## src/pkg/clock_run_defines.vh

```
`ifndef CLOCK_RUN_DEFINES_VH
`define CLOCK_RUN_DEFINES_VH
// ****************************************
// register map
// ****************************************
`define CTRL_OFFSET 8'h3C
`define IRQ_STATUS_OFFSET 8'h44
`define IRQ_MASK_OFFSET 8'h48
`define CTRL_RESET 32'h00000000
// ****************************************
// control register fields
// ****************************************
`define STATUS_BIT 15
`define ENABLE_BIT 8
`define FUNC_SEL_BIT 0
// ****************************************
// interrupt status fields
// ****************************************
`define IRQ_REQ_DONE_BIT 0
`define IRQ_STATUS_SET_BIT 1
`define IRQ_WIDTH 2
// ****************************************
// handshake counts, in link clock rising edges
// ****************************************
`define HOLD_EDGES 2
`define IDLE_EDGES 2
`endif

```

## src/rtl/clock_run_ctrl.v

```verilog
// Notes on behaviour
// - hard reset clears register; soft reset keeps it
// - status bit sticky, cleared by writing one
// - status and enable shared with config space
// - enable clear forces the shared pin inactive
// - enable bit loadable from configuration memory
// - select bit picks clock-run or power-event mode
// - clock-run output only drives low
// - line undriven except during a request
// - stop request with pending traffic: continue
// - clock stopped and wake or data: start
// - hold line two link edges, then release
// - need two idle-high edges before asserting
// - pending interrupt does not block clock stop
// - no requests without the enable bit
// - receive clock select follows the line in clock-run mode only
`timescale 1ns/10ps
`include "clock_run_defines.vh"
module clock_run_ctrl (
   input wire pclk,
   input wire presetn,
   input wire soft_reset,
   input wire psel,
   input wire penable,
   input wire pwrite,
   input wire [7:0] paddr,
   input wire [31:0] pwdata,
   output reg [31:0] prdata,
   output wire pready,
   output wire pslverr,
   input wire cfg_wr_status_clear,
   input wire cfg_wr_enable,
   input wire cfg_enable_value,
   input wire eeprom_load,
   input wire eeprom_enable_value,
   input wire power_event,
   input wire tx_rx_pending,
   input wire wake_packet,
   input wire rx_dma_ready,
   input wire pci_int_pending,
   input wire link_clk,
   input wire clock_run_line_in,
   output reg clock_run_line_out,
   output reg clock_run_line_oe,
   output reg rx_clk_sel_osc,
   output reg power_event_status,
   output reg power_event_enable,
   output reg irq
);
   // ****************************************
   // synchronisers
   // ****************************************
   reg [1:0] line_sync;
   reg [1:0] lclk_sync;
   reg lclk_prev;
   wire line_s = line_sync[1];
   wire link_rise = lclk_sync[1] & ~lclk_prev;
   always @(posedge pclk or negedge presetn) begin
      if (!presetn) begin
         line_sync <= 2'b11;
         lclk_sync <= 2'b00;
         lclk_prev <= 1'b0;
      end else begin
         line_sync <= {line_sync[0], clock_run_line_in};
         lclk_sync <= {lclk_sync[0], link_clk};
         lclk_prev <= lclk_sync[1];
      end
   end
   // ****************************************
   // register access
   // ****************************************
   reg func_sel;
   reg [`IRQ_WIDTH-1:0] irq_status;
   reg [`IRQ_WIDTH-1:0] irq_mask;
   wire wr = psel & penable & pwrite;
   wire rd = psel & penable & ~pwrite;
   wire hit_ctrl = paddr == `CTRL_OFFSET;
   wire hit_sts = paddr == `IRQ_STATUS_OFFSET;
   wire hit_msk = paddr == `IRQ_MASK_OFFSET;
   assign pready = 1'b1;
   assign pslverr = psel & penable & ~(hit_ctrl | hit_sts | hit_msk);
   wire sts_clr = (wr & hit_ctrl & pwdata[`STATUS_BIT]) | cfg_wr_status_clear;
   reg req_done;
   wire status_rise = power_event & ~power_event_status;
   always @(posedge pclk or negedge presetn) begin
      if (!presetn) begin
         power_event_status <= 1'b0;
         power_event_enable <= 1'b0;
         func_sel <= 1'b0;
         irq_mask <= {`IRQ_WIDTH{1'b0}};
         irq_status <= {`IRQ_WIDTH{1'b0}};
         prdata <= 32'h00000000;
      end else begin
         // soft reset leaves the register untouched
         if (power_event)
            power_event_status <= 1'b1;
         else if (sts_clr)
            power_event_status <= 1'b0;
         if (eeprom_load)
            power_event_enable <= eeprom_enable_value;
         else if (cfg_wr_enable)
            power_event_enable <= cfg_enable_value;
         else if (wr & hit_ctrl)
            power_event_enable <= pwdata[`ENABLE_BIT];
         if (wr & hit_ctrl)
            func_sel <= pwdata[`FUNC_SEL_BIT];
         if (wr & hit_msk)
            irq_mask <= pwdata[`IRQ_WIDTH-1:0];
         irq_status <= ((rd & hit_sts) ? {`IRQ_WIDTH{1'b0}} : irq_status)
            | {status_rise, req_done};
         prdata <= 32'h00000000;
         if (psel & ~penable & ~pwrite) begin
            if (hit_ctrl) begin
               prdata[`STATUS_BIT] <= power_event_status;
               prdata[`ENABLE_BIT] <= power_event_enable;
               prdata[`FUNC_SEL_BIT] <= func_sel;
            end else if (hit_sts)
               prdata[`IRQ_WIDTH-1:0] <= irq_status | {status_rise, req_done};
            else if (hit_msk)
               prdata[`IRQ_WIDTH-1:0] <= irq_mask;
         end
      end
   end
   always @(posedge pclk or negedge presetn) begin
      if (!presetn)
         irq <= 1'b0;
      else
         irq <= |(irq_status & irq_mask);
   end
   // ****************************************
   // clock-run handshake
   // ****************************************
   localparam ST_IDLE = 2'd0;
   localparam ST_DRIVE = 2'd1;
   localparam ST_WAIT = 2'd2;
   reg [1:0] state;
   reg [1:0] idle_cnt;
   reg [1:0] hold_cnt;
   // interrupt status is deliberately not a reason to request
   wire need = line_s ? (tx_rx_pending | wake_packet | rx_dma_ready) : 1'b0;
   wire may_req = func_sel & power_event_enable & ~soft_reset;
   wire pme_drive = ~func_sel & power_event_enable & power_event_status;
   always @(posedge pclk or negedge presetn) begin
      if (!presetn) begin
         state <= ST_IDLE;
         idle_cnt <= 2'd0;
         hold_cnt <= 2'd0;
         req_done <= 1'b0;
      end else begin
         req_done <= 1'b0;
         if (link_rise)
            idle_cnt <= !line_s ? 2'd0 :
               (idle_cnt == `IDLE_EDGES ? idle_cnt : idle_cnt + 2'd1);
         case (state)
            ST_IDLE: begin
               if (may_req & need & (idle_cnt == `IDLE_EDGES)) begin
                  state <= ST_DRIVE;
                  hold_cnt <= 2'd0;
               end
            end
            ST_DRIVE: begin
               if (!may_req)
                  state <= ST_IDLE;
               else if (link_rise) begin
                  if (hold_cnt == `HOLD_EDGES - 1) begin
                     state <= ST_WAIT;
                     req_done <= 1'b1;
                  end
                  hold_cnt <= hold_cnt + 2'd1;
               end
            end
            ST_WAIT: begin
               // wait for the resource to release the line
               if (line_s) begin
                  state <= ST_IDLE;
                  idle_cnt <= 2'd0;
               end
            end
            default: state <= ST_IDLE;
         endcase
      end
   end
   // ****************************************
   // pin drive and receive clock select
   // ****************************************
   always @(posedge pclk or negedge presetn) begin
      if (!presetn) begin
         clock_run_line_out <= 1'b0;
         clock_run_line_oe <= 1'b0;
         rx_clk_sel_osc <= 1'b0;
      end else begin
         clock_run_line_out <= 1'b0;
         clock_run_line_oe <= func_sel ? (state == ST_DRIVE && may_req) : pme_drive;
         rx_clk_sel_osc <= func_sel & line_s;
      end
   end
endmodule // clock_run_ctrl

```

## config.mk

```make
export PLATFORM = sky130hd
export DESIGN_NAME = clock_run_ctrl
export DESIGN_NICKNAME = d
export VERILOG_FILES = /design/src/rtl/clock_run_ctrl.v
export VERILOG_INCLUDE_DIRS = /design/src /design/src/pkg
export SDC_FILE = /design/constraint.sdc
export NUM_CORES = 1
export LEC_CHECK = 0
export ABC_AREA = 0
export BUFFER_PORTS_ARGS = -buffer_cell sky130_fd_sc_hd__clkbuf_2
export CORE_ASPECT_RATIO = 0.8
export CORE_UTILIZATION = 40
export CTS_BUF_LIST = sky130_fd_sc_hd__clkbuf_16
export CTS_CLUSTER_DIAMETER = 30
export DETAILED_ROUTE_END_ITERATION = 16
export PLACE_DENSITY = 0.87
export SLEW_MARGIN = 40
export SYNTH_ARGS = -nofsm -noshare
export SYNTH_HDL_FRONTEND = slang
export SYNTH_SLANG_ARGS = --single-unit
```

## constraint.sdc

```tcl
create_clock -name pclk -period 1.5 [get_ports pclk]
set_input_delay 0.15 -clock pclk [delete_from_list [all_inputs] [get_ports pclk]]
set_output_delay 0.15 -clock pclk [all_outputs]
set_load 0.03 [all_outputs]
```

==> results by group <==
STA
  – Hold Worst Slack: 0.104 ns
  – Worst slew pin tran: 0.612 ns
  – Tmin final: 1.39 ns
  – Final Hold Viols: 0
  – Setup WS post-layout: 0.107 ns
  – Pins Over Slew Limit: 0
  – Max-slew headroom: between 50 and 60%
  – Fmax: 0.718 GHz
  – # setup viols final: 0
  – Final worst-path cycle share: 92.8%
  – Final Skew: roughly 0.0025 ns
  – Unrepaired setup endpoints after global routing: false

Min path
  – Hold endpoint: power_event_status
  – Worst hold start: power_event
  – Worst Hold Depth: 2
  – Type of the most critical hold path: input port to flip-flop

Die
  – DIE WIDTH: 67.5 microns
  – Core area: 3180 sq um
  – Die H: 54.4 microns
  – # IOs: a little under 100
  – Rows: 18
  – Total Die Area: 3670 sq um
  – Initial Util: 43.3%

Power and ir drop
  – P per Cell Area: 972 nW/um^2
  – Internal: between 1000 and 1500 uW
  – Clock network power share: 36.0%
  – Sw frac: 26.8%
  – Logic pwr share: ~17%
  – Seq pwr share: a little under half
  – Leakage power total: 0.000869 uW
  – Overall Power: around 1600 uW
  – Psw: 425 uW
  – Peak VDD IR: 0.678 mV

Global route
  – Largest net degree at the start of global routing: 27
  – First-pass GRT wire length: 3970 microns
  – Number of global-route vias before repair: 887
  – Initial antenna violation count: 0
  – Total congestion overflow: 0
  – Gr usage total: 15.0%

Finish
  – Synth-to-layout area growth: 19.1%
  – Layout cells sized above 1: 32.0%
  – Layout net count: 240
  – Filler cells: 294
  – N_diodes: 0
  – Non-filler cells in the finished layout: 218

Synthesis
  – FF+latch count, synth: 26
  – Top cell type's share of synthesized area: a little over two fifths
  – Main synth FF type: dfrtp_1
  – Cell variety after synth: 32
  – Top cells by area, synth: dfrtp_1 (44%), buf_4 (16%), dfstp_2 (3.8%)
  – Ys async rst share: 100%
  – Seq/Total Area, Yosys: 47.5%
  – Post-Syn Area: 1370 sq um
  – Most numerous cell in the Yosys netlist: buf_4
  – Yosys top cell by area: dfrtp_1
  – Cell count after synthesis: between 100 and 150
  – Ys Warns: 0
  – Post-synthesis average cell area: 10.4 sq um
  – Post-synth EDFFs: 0
  – Most common library cells after synthesis: buf_4 (30), dfrtp_1 (24), nand2_1 (11)

Place
  – Port bufs: 38
  – Gpl congestion: 0.804
  – Dpl ws: -0.0625 ns
  – Cells after DPL: 211
  – Post-DP HPWL: 1980 microns

Drt
  – DRT Pass-1 Iters: 4
  – DRC Markers: 0
  – Drt total wl: between 2000 and 2500 microns
  – Via Count: 1,001
  – Vias per std cell: 4.59
  – Remaining antenna violation count: 0
  – WL/cell: 11.2 microns
  – First DRT Iteration DRCs: 26

Setup path
  – R2R cell count: 6
  – Worst r2r src: idle_cnt[0]
  – Worst Setup Path Type: input port to primary output
  – Crit-path max FO: 3
  – Worst setup SP type: input port
  – CP Capture Type: primary output
  – Required @ worst endpoint: 1.35 ns
  – Critical path data arrival time: 1.24 ns
  – Worst R2R End: hold_cnt[0]
  – FF-to-FF setup slack: 0.14 ns

Clock tree
  – CTS tree: yes
  – H-tree depth: 1
  – Reg clk slew, reported paths: around 0.06 ns
  – CTS root buffer: clkbuf_16
  – Number of buffers created by CTS: 3
  – Clk Latency, worst-skew pair: 0.25 ns
  – Post-CTS Setup Bufs: 0
  – Bufs on Longest Clock Path: 2
  – Sink Count: 26

Outcome
  – Status: completed

Run
  – Max_cap viols: 0
## flip-flops by register name, summed over array words and instances, names as in the netlist, 2 cells and up
name	cells
line_sync	2
state	2
lclk_sync	2
prdata	4
irq_status	2
hold_cnt	2
idle_cnt	2
irq_mask	2
## layer usage
metal / up-vias / GRT usage [%] / share of wire [%]
met3: 2 / 4.79 / 4.4
met2: 37 / 25.9 / 48
li1: 492 / - / -
met5: - / 0 / 0
met1: 470 / 18.1 / 47
met4: 0 / 3.90 / 0.86
## worst max-delay path, cell delays in order
cell,delay (ns)
clkbuf_2,0.09
or4b_4,0.57
nor2_1,0.18
nor4_2,0.07
clkbuf_2,0.18
## stage by stage
step	utilization, %	setup TNS [ns]	instance area, sq um
2_1_floorplan	-	0	1490
3_3_place_gp	48.0	-0.159	1520
3_5_place_dp	48.0	-0.210	1520
4_1_cts	51.4	0	1630
5_1_grt	51.5	0	1640
6_report	51.5	0	1640
## worst max path at each step
stage / startpoint / end / slack (ns)
after global placement: paddr[1] / func_sel / -0.06
final: paddr[1] / pslverr / 0.11
after detailed placement: paddr[4] / irq_mask[1] / -0.06
after floorplan: paddr[4] / irq_mask[0] / 0.09
after CTS: idle_cnt[0] / hold_cnt[0] / 0.05
after global routing: paddr[4] / pslverr / 0.02
## area by class of cell
type	count	area, sq um	area share, %
flip-flops and latches	26	653	39.9
multi-input cells	98	589	36.0
well taps	40	50.0	3.06
inverters	6	22.5	1.38
clock buffers	3	75.1	4.59
clock inverters	1	3.75	0.229
repair buffers	44	243	14.8
## cells by family (layout without fill, tap and decap cells)
kind of cell               count (synthesis)  in the layout  synth area share [%]
AOI/OAI and AO/OA                         21             21                  9.65
and+or+nand+nor                           39             39                  17.5
other                                      2             30                 0.547
muxes                                      5              5                  4.01
DFF                                       26             26                  47.5
adders and majority gates                  3              3                  2.73
buffers and inverters                     36             54                  18.0
## power groups by stage
stage / Clock [uW] / Combinational, uW / Sequential [uW]
floorplan: 0 / 221 / 774
global placement: 0 / 255 / 762
detailed placement: 0 / 261 / 763
CTS: 593 / 267 / 751
global route: 626 / 295 / 753
finish: 573 / 267 / 750
## layout by cell type, fill, tap and decap left out
| master | n |
|---|---|
| clkinv_1 | 1 |
| conb_1 | 30 |
| nor3_1 | 1 |
| nor4b_1 | 1 |
| nor3_4 | 1 |
| and4bb_2 | 1 |
| ha_1 | 3 |
| a22o_1 | 4 |
| nand3_1 | 1 |
| nor2b_1 | 3 |
| a21oi_1 | 6 |
| or2_2 | 1 |
| and2_1 | 2 |
| a21o_1 | 2 |
| or4b_4 | 1 |
| and3_1 | 4 |
| and4b_1 | 2 |
| clkbuf_2 | 38 |
| o21ai_0 | 5 |
| nand2_1 | 11 |
| buf_4 | 3 |
| dfrtp_1 | 24 |
| dfstp_2 | 2 |
| nor4_2 | 1 |
| nor2_1 | 5 |
| nand4b_1 | 1 |
| and4_1 | 1 |
| a31o_2 | 1 |
| nor3b_1 | 1 |
| mux2i_1 | 1 |
| inv_1 | 6 |
| o22ai_1 | 1 |
| clkbuf_16 | 3 |
| a31oi_1 | 2 |
| dlygate4sd3_1 | 3 |
| mux2_2 | 4 |
| nor3_2 | 1 |
## what timing repair did
action	in CTS	in global routing
hold buffers	3	0
hold endpoints to repair	26	0
gates resized for setup	0	1
setup endpoints to repair	0	1
Note: power is estimated with default switching activity, not from simulation.
